[config.mk]
export PLATFORM = sky130hd
export DESIGN_NAME = wss_sequencer
export DESIGN_NICKNAME = d
export VERILOG_FILES = /design/src/rtl/wss_pkg.sv /design/src/rtl/wss_sequencer.sv
export VERILOG_INCLUDE_DIRS = /design/src /design/src/rtl
export SDC_FILE = /design/constraint.sdc
export NUM_CORES = 1
export LEC_CHECK = 0
export ABC_AREA = 1
export ABC_CLOCK_PERIOD_IN_PS = 6200
export BUFFER_PORTS_ARGS = -buffer_cell sky130_fd_sc_hd__buf_2
export CAP_MARGIN = 20
export CORE_MARGIN = 3
export CORE_UTILIZATION = 61
export CTS_CLUSTER_SIZE = 30
export DETAILED_ROUTE_END_ITERATION = 10
export GPL_ROUTABILITY_DRIVEN = 1
export HOLD_SLACK_MARGIN = 0.1
export PLACE_DENSITY_LB_ADDON = 0.25
export SETUP_SLACK_MARGIN = 0.05
export SYNTH_ARGS = -nofsm -noshare
export SYNTH_HDL_FRONTEND = slang
export SYNTH_SLANG_ARGS = --single-unit
[constraint.sdc]
create_clock -name aclk -period 6.2 [get_ports aclk]
set_input_delay 0.93 -clock aclk [delete_from_list [all_inputs] [get_ports aclk]]
set_output_delay 0.93 -clock aclk [all_outputs]
set_load 0.01 [all_outputs]
[src/rtl/wss_map.svh]
// Register offsets, field positions, reset values and counts of the waveform state sequencer
`ifndef WSS_MAP_SVH
`define WSS_MAP_SVH
// ==========================================================
// Register byte offsets
`define WSS_CTRL_OFS 8'h00
`define WSS_STATUS_OFS 8'h04
`define WSS_IDLE_OFS 8'h08
`define WSS_TCOUNT_OFS 8'h0c
`define WSS_DATA_OFS 8'h10
`define WSS_ADDR_OFS 8'h14
`define WSS_INSTR_BASE 8'h20
`define WSS_INSTR_LAST 8'h38
// ==========================================================
// Control register fields
`define WSS_CTRL_TRIG 0
`define WSS_CTRL_TRICTL 1
`define WSS_CTRL_CNT_RDY5 2
`define WSS_CTRL_FW_READY 3
`define WSS_CTRL_FLGSEL_LSB 4
`define WSS_CTRL_IDLE_DRIVE 6
// ==========================================================
// Reset values and codes
`define WSS_CTRL_RST 7'h00
`define WSS_IDLE_RST 8'h3f
`define WSS_TCOUNT_RST 16'h0000
`define WSS_INSTR_RST 32'h0000_0000
`define WSS_STATE_COUNT 7
`define WSS_SEL_FLAG 3'h6
`define WSS_SEL_FW 3'h7
`define WSS_SEL_RDY5 3'h5
`define WSS_RESP_OKAY 2'h0
`define WSS_RESP_SLVERR 2'h2
`endif

[src/rtl/wss_pkg.sv]
// Types shared by the waveform state sequencer
package wss_pkg;
  // ==========================================================
  // Sequencer states; code 7 is the idle state
  typedef enum logic [2:0] {
    WSS_S0 = 3'b000,
    WSS_S1 = 3'b001,
    WSS_S2 = 3'b010,
    WSS_S3 = 3'b011,
    WSS_S4 = 3'b100,
    WSS_S5 = 3'b101,
    WSS_S6 = 3'b110,
    WSS_IDLE = 3'b111
  } wss_state_t;

  // Operation code byte
  typedef struct packed {
    logic [1:0] unused;
    logic sgl;
    logic gint;
    logic incad;
    logic next;
    logic data;
    logic dp;
  } wss_opcode_t;

  // Branch byte of a decision state
  typedef struct packed {
    logic reexec;
    logic unused;
    logic [2:0] on_one;
    logic [2:0] on_zero;
  } wss_branch_t;

  // Logic function byte of a decision state
  typedef struct packed {
    logic [1:0] logic_op_select;
    logic [2:0] decision_input_a;
    logic [2:0] decision_input_b;
  } wss_logic_t;

  // One four-byte state instruction, first byte in the low bits
  typedef struct packed {
    logic [7:0] outputs;
    wss_logic_t logic_fn;
    wss_opcode_t opcode;
    logic [7:0] len_branch;
  } wss_instr_t;
endpackage

[src/rtl/wss_sequencer.sv]
// Waveform state sequencer with an AXI4-Lite register port
//
// Notes on behaviour
// - All seven states fixed-length: after S6 go to idle without a branch.
// - Idle waits; a new waveform starts only on a firmware trigger.
// - Fewer than seven states: last used state must branch to idle itself.
// - Fixed-length states hold outputs for a programmed count of clock cycles.
// - Decision state samples two selected inputs, combines them, branches, maybe to itself.
// - A state's control task runs exactly once on entry.
// - Re-execute option repeats the task on each self-loop of a decision state.
// - Inputs: six ready lines, one FIFO flag, firmware ready, count expired for ready five.
// - Combining function is AND, OR or XOR.
// - Decision state holds a target for result one and one for zero.
// - Decision state lasts at least one cycle; branch on the following edge.
// - Instruction bytes: branch/length, operation code, logic function, outputs.
// - Instruction bytes read differently for decision and fixed-length states.
// - Length zero means 256 cycles.
// - Input select codes 0-5 ready lines, 6 FIFO flag, 7 firmware ready.
// - Top bit of the branch byte enables re-execution in decision states.
// - Waveform ends only on entering idle; only then may another start.
`timescale 1ns/1ps
`include "wss_map.svh"
module wss_sequencer (
  // Clock and reset
  input wire logic aclk,
  input wire logic aresetn,
  // AXI4-Lite write address and data
  input wire logic [7:0] s_axi_awaddr,
  input wire logic s_axi_awvalid,
  output logic s_axi_awready,
  input wire logic [31:0] s_axi_wdata,
  input wire logic [3:0] s_axi_wstrb,
  input wire logic s_axi_wvalid,
  output logic s_axi_wready,
  // AXI4-Lite write response
  output logic [1:0] s_axi_bresp,
  output logic s_axi_bvalid,
  input wire logic s_axi_bready,
  // AXI4-Lite read
  input wire logic [7:0] s_axi_araddr,
  input wire logic s_axi_arvalid,
  output logic s_axi_arready,
  output logic [31:0] s_axi_rdata,
  output logic [1:0] s_axi_rresp,
  output logic s_axi_rvalid,
  input wire logic s_axi_rready,
  // Peripheral side
  input wire logic [5:0] ready_input_n,
  input wire logic [2:0] fifo_flags,
  input wire logic [15:0] fifo_head,
  output logic [15:0] parallel_data_bus,
  output logic parallel_data_oe_n,
  output logic [5:0] control_outputs,
  output logic [5:0] control_oe_n,
  output logic [8:0] address_outputs,
  output logic fifo_advance,
  output logic busy
);
  // ==========================================================
  // Register file and bus state
  wss_pkg::wss_instr_t instr [`WSS_STATE_COUNT];
  wss_pkg::wss_instr_t next_instr [`WSS_STATE_COUNT];
  logic [6:0] ctrl, next_ctrl;
  logic [7:0] idle_ctl, next_idle_ctl;
  logic [15:0] tcount, next_tcount;
  logic [15:0] out_word, next_out_word;
  logic trig_req, next_trig_req;
  logic aw_held, next_aw_held, w_held, next_w_held;
  logic [7:0] aw_addr, next_aw_addr;
  logic [31:0] w_data, next_w_data;
  logic [3:0] w_strb, next_w_strb;
  logic next_awready, next_wready, next_bvalid, next_arready, next_rvalid;
  logic [1:0] next_bresp, next_rresp;
  logic [31:0] next_rdata;
  logic addr_wr;
  logic [8:0] addr_wr_val;

  // Sequencer state
  wss_pkg::wss_state_t state, next_state;
  logic [7:0] len_cnt, next_len_cnt;
  logic [15:0] next_bus;
  logic next_bus_oe_n, next_advance, next_busy;
  logic [5:0] next_ctl, next_ctl_oe_n;
  logic [8:0] next_addr;
  logic tcount_dec;

  // Ready line synchronisers
  logic [5:0] rdy_s1, rdy_s2, rdy_s3, rdy_clean, next_rdy_clean;

  // Byte-lane merge for register writes
  function automatic logic [31:0] wss_merge(input logic [31:0] old, input logic [31:0] nw,
                                            input logic [3:0] strb);
    logic [31:0] res;
    res = old;
    for (int b = 0; b < 4; b++) begin
      if (strb[b]) begin
        res[b*8 +: 8] = nw[b*8 +: 8];
      end
    end
    return res;
  endfunction

  // ==========================================================
  // AXI4-Lite slave: address and data taken in either order
  always_comb begin
    logic [31:0] merged;
    merged = '0;
    next_aw_held = aw_held;
    next_w_held = w_held;
    next_aw_addr = aw_addr;
    next_w_data = w_data;
    next_w_strb = w_strb;
    next_bvalid = s_axi_bvalid;
    next_bresp = s_axi_bresp;
    next_ctrl = ctrl;
    next_idle_ctl = idle_ctl;
    next_out_word = out_word;
    next_trig_req = trig_req;
    next_tcount = tcount;
    addr_wr = 1'b0;
    addr_wr_val = '0;
    for (int i = 0; i < `WSS_STATE_COUNT; i++) begin
      next_instr[i] = instr[i];
    end
    if (s_axi_awvalid && s_axi_awready) begin
      next_aw_held = 1'b1;
      next_aw_addr = s_axi_awaddr;
    end
    if (s_axi_wvalid && s_axi_wready) begin
      next_w_held = 1'b1;
      next_w_data = s_axi_wdata;
      next_w_strb = s_axi_wstrb;
    end
    // Trigger is consumed only in idle; a trigger while busy is dropped
    if (trig_req && state == wss_pkg::WSS_IDLE) begin
      next_trig_req = 1'b0;
    end else if (state != wss_pkg::WSS_IDLE) begin
      next_trig_req = 1'b0;
    end
    // Count runs down on each FIFO advance; a reload write below wins
    if (tcount_dec && tcount != 16'h0000) begin
      next_tcount = tcount - 16'h0001;
    end
    if (aw_held && w_held && !s_axi_bvalid) begin
      next_aw_held = 1'b0;
      next_w_held = 1'b0;
      next_bvalid = 1'b1;
      next_bresp = `WSS_RESP_OKAY;
      merged = wss_merge({25'h0, ctrl}, w_data, w_strb);
      if (aw_addr[7:2] == `WSS_CTRL_OFS >> 2) begin
        next_ctrl = {merged[6:1], 1'b0};
        if (merged[`WSS_CTRL_TRIG] && state == wss_pkg::WSS_IDLE) begin
          next_trig_req = 1'b1;
        end
      end else if (aw_addr[7:2] == `WSS_IDLE_OFS >> 2) begin
        next_idle_ctl = 8'(wss_merge({24'h0, idle_ctl}, w_data, w_strb));
      end else if (aw_addr[7:2] == `WSS_TCOUNT_OFS >> 2) begin
        next_tcount = 16'(wss_merge({16'h0, tcount}, w_data, w_strb));
      end else if (aw_addr[7:2] == `WSS_DATA_OFS >> 2) begin
        next_out_word = 16'(wss_merge({16'h0, out_word}, w_data, w_strb));
      end else if (aw_addr[7:2] == `WSS_ADDR_OFS >> 2) begin
        addr_wr = 1'b1;
        addr_wr_val = w_data[8:0];
      end else if (aw_addr >= `WSS_INSTR_BASE && aw_addr <= `WSS_INSTR_LAST) begin
        next_instr[3'(aw_addr[4:2])] = wss_merge(instr[3'(aw_addr[4:2])], w_data, w_strb);
      end else if (aw_addr[7:2] != `WSS_STATUS_OFS >> 2) begin
        next_bresp = `WSS_RESP_SLVERR;
      end
    end
    if (s_axi_bvalid && s_axi_bready) begin
      next_bvalid = 1'b0;
    end
  end

  // Write ready is low while a word is held or a response is pending
  assign next_awready = !next_aw_held && !next_bvalid;
  assign next_wready = !next_w_held && !next_bvalid;

  // Read channel: one cycle from address to data
  always_comb begin
    next_arready = s_axi_arready;
    next_rvalid = s_axi_rvalid;
    next_rdata = s_axi_rdata;
    next_rresp = s_axi_rresp;
    if (s_axi_arvalid && s_axi_arready) begin
      next_arready = 1'b0;
      next_rvalid = 1'b1;
      next_rresp = `WSS_RESP_OKAY;
      next_rdata = '0;
      if (s_axi_araddr[7:2] == `WSS_CTRL_OFS >> 2) begin
        next_rdata = {25'h0, ctrl};
      end else if (s_axi_araddr[7:2] == `WSS_STATUS_OFS >> 2) begin
        next_rdata = {19'h0, address_outputs, state, state == wss_pkg::WSS_IDLE};
      end else if (s_axi_araddr[7:2] == `WSS_IDLE_OFS >> 2) begin
        next_rdata = {24'h0, idle_ctl};
      end else if (s_axi_araddr[7:2] == `WSS_TCOUNT_OFS >> 2) begin
        next_rdata = {16'h0, tcount};
      end else if (s_axi_araddr[7:2] == `WSS_DATA_OFS >> 2) begin
        next_rdata = {16'h0, out_word};
      end else if (s_axi_araddr[7:2] == `WSS_ADDR_OFS >> 2) begin
        next_rdata = {23'h0, address_outputs};
      end else if (s_axi_araddr >= `WSS_INSTR_BASE && s_axi_araddr <= `WSS_INSTR_LAST) begin
        next_rdata = instr[3'(s_axi_araddr[4:2])];
      end else begin
        next_rresp = `WSS_RESP_SLVERR;
      end
    end else if (s_axi_rvalid && s_axi_rready) begin
      next_rvalid = 1'b0;
      next_arready = 1'b1;
    end
  end

  // Bus registers
  always_ff @(posedge aclk) begin
    if (!aresetn) begin
      aw_held <= 1'b0;
      w_held <= 1'b0;
      aw_addr <= '0;
      w_data <= '0;
      w_strb <= '0;
      s_axi_awready <= 1'b1;
      s_axi_wready <= 1'b1;
      s_axi_bvalid <= 1'b0;
      s_axi_bresp <= `WSS_RESP_OKAY;
      s_axi_arready <= 1'b1;
      s_axi_rvalid <= 1'b0;
      s_axi_rdata <= '0;
      s_axi_rresp <= `WSS_RESP_OKAY;
      ctrl <= `WSS_CTRL_RST;
      idle_ctl <= `WSS_IDLE_RST;
      tcount <= `WSS_TCOUNT_RST;
      out_word <= '0;
      trig_req <= 1'b0;
      for (int i = 0; i < `WSS_STATE_COUNT; i++) begin
        instr[i] <= `WSS_INSTR_RST;
      end
    end else begin
      aw_held <= next_aw_held;
      w_held <= next_w_held;
      aw_addr <= next_aw_addr;
      w_data <= next_w_data;
      w_strb <= next_w_strb;
      s_axi_awready <= next_awready;
      s_axi_wready <= next_wready;
      s_axi_bvalid <= next_bvalid;
      s_axi_bresp <= next_bresp;
      s_axi_arready <= next_arready;
      s_axi_rvalid <= next_rvalid;
      s_axi_rdata <= next_rdata;
      s_axi_rresp <= next_rresp;
      ctrl <= next_ctrl;
      idle_ctl <= next_idle_ctl;
      tcount <= next_tcount;
      out_word <= next_out_word;
      trig_req <= next_trig_req;
      for (int i = 0; i < `WSS_STATE_COUNT; i++) begin
        instr[i] <= next_instr[i];
      end
    end
  end

  // ==========================================================
  // Ready pins: a change counts once stages two and three agree
  assign next_rdy_clean = (rdy_s2 & rdy_s3) | (rdy_clean & (rdy_s2 | rdy_s3));

  always_ff @(posedge aclk) begin
    if (!aresetn) begin
      rdy_s1 <= '0;
      rdy_s2 <= '0;
      rdy_s3 <= '0;
      rdy_clean <= '0;
    end else begin
      rdy_s1 <= ready_input_n;
      rdy_s2 <= rdy_s1;
      rdy_s3 <= rdy_s2;
      rdy_clean <= next_rdy_clean;
    end
  end

  // ==========================================================
  // Decision input selection and logic function
  function automatic logic wss_pick(input logic [2:0] sel, input logic [5:0] rdy, input logic flag,
                                    input logic fw, input logic cnt_sub, input logic expired);
    logic res;
    res = 1'b0;
    if (sel == `WSS_SEL_FW) begin
      res = fw;
    end else if (sel == `WSS_SEL_FLAG) begin
      res = flag;
    end else if (sel == `WSS_SEL_RDY5 && cnt_sub) begin
      res = expired;
    end else begin
      res = rdy[sel];
    end
    return res;
  endfunction

  wss_pkg::wss_instr_t cur, nxt;
  wss_pkg::wss_branch_t br;
  logic flag_sel, term_a, term_b, result;

  // Preselected FIFO flag: 0 programmable, 1 empty, 2 and 3 full
  assign flag_sel = fifo_flags[ctrl[`WSS_CTRL_FLGSEL_LSB +: 2] > 2'h2 ? 2'h2 : ctrl[`WSS_CTRL_FLGSEL_LSB +: 2]];
  assign cur = (state == wss_pkg::WSS_IDLE) ? '0 : instr[state];
  assign nxt = (next_state == wss_pkg::WSS_IDLE) ? '0 : instr[next_state];
  assign br = cur.len_branch;
  assign term_a = wss_pick(cur.logic_fn.decision_input_a, rdy_clean, flag_sel, ctrl[`WSS_CTRL_FW_READY],
                           ctrl[`WSS_CTRL_CNT_RDY5], tcount == 16'h0000);
  assign term_b = wss_pick(cur.logic_fn.decision_input_b, rdy_clean, flag_sel, ctrl[`WSS_CTRL_FW_READY],
                           ctrl[`WSS_CTRL_CNT_RDY5], tcount == 16'h0000);

  // Codes 00 and 11 both mean AND
  always_comb begin
    unique case (cur.logic_fn.logic_op_select)
      2'h1: result = term_a | term_b;
      2'h2: result = term_a ^ term_b;
      default: result = term_a & term_b;
    endcase
  end

  // ==========================================================
  // Sequencer: next state and outputs of the state being entered
  always_comb begin
    logic enter;
    enter = 1'b0;
    next_state = state;
    next_len_cnt = len_cnt;
    if (state == wss_pkg::WSS_IDLE) begin
      if (trig_req) begin
        next_state = wss_pkg::WSS_S0;
        enter = 1'b1;
      end
    end else if (!cur.opcode.dp) begin
      if (len_cnt != 8'h00) begin
        next_len_cnt = len_cnt - 8'h01;
      end else begin
        enter = 1'b1;
        // No implied idle before S6; a short program must branch there itself
        next_state = (state == wss_pkg::WSS_S6) ? wss_pkg::WSS_IDLE
                     : wss_pkg::wss_state_t'(state + 3'h1);
      end
    end else begin
      // One cycle per evaluation, branch on the next edge
      next_state = wss_pkg::wss_state_t'(result ? br.on_one : br.on_zero);
      enter = (next_state != state) || br.reexec;
    end
    next_bus = parallel_data_bus;
    next_bus_oe_n = parallel_data_oe_n;
    next_ctl = control_outputs;
    next_ctl_oe_n = control_oe_n;
    next_addr = addr_wr ? addr_wr_val : address_outputs;
    next_advance = 1'b0;
    next_busy = next_state != wss_pkg::WSS_IDLE;
    tcount_dec = 1'b0;
    if (enter && next_state == wss_pkg::WSS_IDLE) begin
      // Idle drives the last word only when asked to
      next_bus_oe_n = !ctrl[`WSS_CTRL_IDLE_DRIVE];
      next_ctl = ctrl[`WSS_CTRL_TRICTL] ? {2'h0, idle_ctl[3:0]} : idle_ctl[5:0];
      next_ctl_oe_n = ctrl[`WSS_CTRL_TRICTL] ? {2'h3, ~idle_ctl[7:4]} : 6'h00;
    end else if (enter) begin
      // Task runs once here; a plain loop without re-execute skips it
      next_len_cnt = nxt.len_branch - 8'h01;
      next_addr = address_outputs + {8'h00, nxt.opcode.incad};
      next_advance = nxt.opcode.next && !nxt.opcode.sgl;
      tcount_dec = next_advance;
      next_bus_oe_n = !nxt.opcode.data;
      if (nxt.opcode.data) begin
        next_bus = nxt.opcode.sgl ? out_word : fifo_head;
      end
      next_ctl = ctrl[`WSS_CTRL_TRICTL] ? {2'h0, nxt.outputs[3:0]} : nxt.outputs[5:0];
      next_ctl_oe_n = ctrl[`WSS_CTRL_TRICTL] ? {2'h3, ~nxt.outputs[7:4]} : 6'h00;
    end
  end

  // Sequencer registers; reset lands in idle with idle outputs
  always_ff @(posedge aclk) begin
    if (!aresetn) begin
      state <= wss_pkg::WSS_IDLE;
      len_cnt <= 8'h00;
      parallel_data_bus <= 16'h0000;
      parallel_data_oe_n <= 1'b1;
      control_outputs <= 6'(`WSS_IDLE_RST);
      control_oe_n <= 6'h00;
      address_outputs <= 9'h000;
      fifo_advance <= 1'b0;
      busy <= 1'b0;
    end else begin
      state <= next_state;
      len_cnt <= next_len_cnt;
      parallel_data_bus <= next_bus;
      parallel_data_oe_n <= next_bus_oe_n;
      control_outputs <= next_ctl;
      control_oe_n <= next_ctl_oe_n;
      address_outputs <= next_addr;
      fifo_advance <= next_advance;
      busy <= next_busy;
    end
  end
endmodule

==> results by group <==
Drt
  • Vias per inst: 6.464
  • Vias post-DR: 26.76k
  • Post-DRT Antenna Nets: 0
  • Initial DRC count: 4241
  • Final wirelength: 95860 µm
  • Drc violations: 0
  • TritonRoute pass-1 iters: 6
  • Routed len/inst: 23.15 µm

Yosys
  • Post-synth EDFFs: 0
  • Synth top area cells: dfxtp_1, o21ai_0, nand2_1
  • Synth top area share: 0.3677
  • Post-synth ARST share: 0
  • Most used DFF post-synth: dfxtp_1
  • Top post-synthesis cells by count: nand2_1, o21ai_0, a21oi_1
  • Synth warn: 0
  • Leading area contributor after synthesis: dfxtp_1
  • Syn Inst Count: 3571
  • Mapped Avg Cell Area: approximately 6.6 µm²
  • Seq cells post-synth: about 430
  • Most frequent cell after synthesis: nand2_1
  • Mapped Area: 23570 µm²
  • Sequential element share of the synthesized area: 0.3677
  • Count of cell types in the netlist: 62

Clock network
  • Clock root cell: clkbuf_16
  • Inserted Clock Buffers: 46
  • H-Tree Depth: 2
  • CTS clk-pin slew, worst paths: about 0.060 ns
  • Max Buffers Root-to-Sink: 3
  • CTS tree: built
  • Clock sinks: between 400 and 500
  • Worst-Skew Late Latency: 0.60 ns

Worst setup path
  • WS Path Type: reg -> reg
  • Critical path arrival: 6.28 ns
  • Reg2Reg Depth: 27
  • Worst path required time: ~6.7 ns
  • CP Max Fanout: 24
  • Crit path capture type: register
  • Crit start category: register
  • Critical R2R Capture: len_cnt[6]
  • Worst reg-to-reg setup slack: roughly 0.45 ns
  • Reg-to-Reg Start: state[2]

Pwr
  • Leak: 11.44 nW
  • Worst vdd ir: 0.3245 mV
  • P per Cell Area: 394.2 nW/µm²

Global route
  • Vias in the first global route: 25.07k
  • Initial antenna violation count: 0
  • Total GRT Usage: 0.4479
  • First-pass GRT wire length: 143700 µm
  • GR Overflow Total: 0
  • Largest net degree at the start of global routing: 118

Final layout
  • Share of layout cells above drive strength 1: 0.1017
  • Final #Nets: roughly 3.7k
  • Inserted Diodes: 0
  • Fill count: 3345
  • Post-route insts no fill: 4140
  • Finished Cell Area: ~26000 µm²
  • Area delta synth->final: 10.44%
  • FF/Latch Area: 8678 µm²
  • Area of the multi-input gates: 12180 µm²

Status
  • Status: completed

Placed design
  • DP Cell Count: 4050
  • GPL Wtd Cong: 1.038
  • Post-placement cell area: ~24000 µm²
  • Detailed Place HPWL: 63330 µm
  • IO Port Bufs: 162
  • Pre-CTS setup slack: -0.04126 ns

Floorplanning
  • IO Count: around 170
  • Die Width: 202.6 µm
  • Initial core utilization: 0.6229
  • Row cnt: 71
  • Die Y: 202.6 µm
  • Core area: 37840 µm²
  • Die Area: between 40000 and 50000 µm²

Timing
  • Fmax: 173.8 MHz
  • Final Hold Viols: 0
  • RSZ-0062 raised after global routing: false
  • Hold_ws: 0.4168 ns
  • Setup Skew: 0.01137 ns
  • Max-slew violations: 0
  • Min cycle time layout: approximately 5.8 ns
  • Setup ws final: 0.4456 ns
  • Worst-Margin Slew: 1.143 ns
  • Period utilization: 0.9281
  • Final setup viols: 0
  • Max-slew headroom: 0.2378

Hold path
  • Hold path startpoint: rdy_s1[4]
  • Hold EP: rdy_s2[4]
  • Hold/Removal Path Class: reg -> reg
  • Hold Path Stages: 2

Flow run
  • Maxcap violations: 0
-- per-stage QoR --
step / power [W] / util / setup TNS (ns)
after CTS: 0.009985 / 0.6855 / 0
after global placement: 0.007062 / 0.6444 / 0
after detailed placement: 0.007160 / 0.6444 / -0.04126
after global routing: 0.01065 / 0.6879 / 0
after floorplan: 0.005983 / - / 0
final: 0.01026 / 0.6879 / 0
-- critical path: stages (launching register included) --
cell and delay [ns]:
dfxtp_1 0.73, inv_2 0.35, buf_4 0.33, a21oi_1 0.13, o21ai_0 0.11, a21oi_1 0.29
inv_1 0.08, ha_1 0.28, inv_1 0.05, or2_2 0.26, nand2_1 0.21, inv_1 0.11
nand2_1 0.11, nand3_1 0.11, nand2_1 0.14, nand3_4 0.31, inv_2 0.54, buf_4 0.27
o21ai_0 0.10, nand3_1 0.08, and2_2 0.23, ha_1 0.19, inv_1 0.05, nor2_2 0.18
nand3_1 0.09, nand2_1 0.07, nand3_1 0.09, a21oi_1 0.12
-- timing repair --
action | 4_1_cts | 5_1_grt
endpoints found under the setup margin | 1 | 33
hold buffers | 0 | 0
buffers inserted | 0 | 4
resized for setup | 1 | 7
pin swaps | 0 | 2
-- layout by cell type, fill, tap and decap left out, drive strengths merged, types with 8 or more instances in the layout --
| cell | n |
|---|---|
| nand4 | 11 |
| dfxtp | 433 |
| a21oi | 467 |
| nor2 | 268 |
| clkbuf | 61 |
| xor2 | 15 |
| o211ai | 148 |
| buf | 219 |
| o2111ai | 29 |
| inv | 447 |
| nand3 | 158 |
| nand2 | 646 |
| o21ai | 538 |
| ha | 13 |
| o221ai | 8 |
| clkinv | 26 |
| a31oi | 11 |
| nor3 | 13 |
| nor4 | 8 |
| o22ai | 65 |
-- where the power goes --
group	leakage, nW	switching (W)	internal, W
clock network	0.777	0.00122	0.00164
registers	3.51	0.000227	0.00292
logic	7.16	0.00310	0.00114
-- how the worst max path moves through the flow --
stage	slack (ns)	startpoint	to	cells past startpoint
2_1_floorplan	0.83	state[1]	address_outputs[8]	35
3_3_place_gp	0.13	tcount[0]	address_outputs[8]	32
3_5_place_dp	-0.04	tcount[0]	address_outputs[8]	32
4_1_cts	0.12	state[1]	address_outputs[8]	28
5_1_grt	0.07	tcount[0]	address_outputs[8]	31
6_report	0.45	state[2]	len_cnt[6]	27
-- metal layers --
layer  wire length, µm  vias to the layer above  GRT usage
met5                 0                        -          0
met4              8799                        0     0.3460
li1                  -                    12030          -
met1             33970                    12140     0.5606
met2             39650                     2073     0.6646
met3             13440                      522     0.1087
-- kinds of logic (layout without fill, tap and decap cells) --
logic type                 after synthesis  in the layout  share of synthesized area
and+or+nand+nor                       1112           1112                     0.1958
other                                    1              2                  0.0001591
xor gates and xnor gates                17             17                   0.006317
adders and majority gates               13             13                   0.006900
buffers and inverters                  702            759                     0.1182
DFF                                    433            433                     0.3677
muxes                                    1              1                  0.0004777
AOI/OAI and AO/OA                     1292           1292                     0.3045
-- layout make-up --
cell class | instances | share of cell area
Timing Repair Buffer | 220 | 0.04898
Tap cell | 511 | 0.02456
Clock inverter | 25 | 0.009853
Inverter | 454 | 0.06585
Sequential cell | 433 | 0.3334
Clock buffer | 60 | 0.04970
Multi-Input combinational cell | 2437 | 0.4677
-- sequential cells by signal, summed over array words and instances (netlist names), 5 cells and up, named ones only --
register / flops
address_outputs: 9
aw_addr: 8
control_oe_n: 5
control_outputs: 6
ctrl: 6
idle_ctl: 8
instr: 224
len_cnt: 8
out_word: 16
parallel_data_bus: 16
rdy_clean: 6
rdy_s1: 6
rdy_s2: 6
rdy_s3: 6
s_axi_rdata: 32
tcount: 16
w_data: 32
Note: power is estimated with default switching activity, not from simulation.
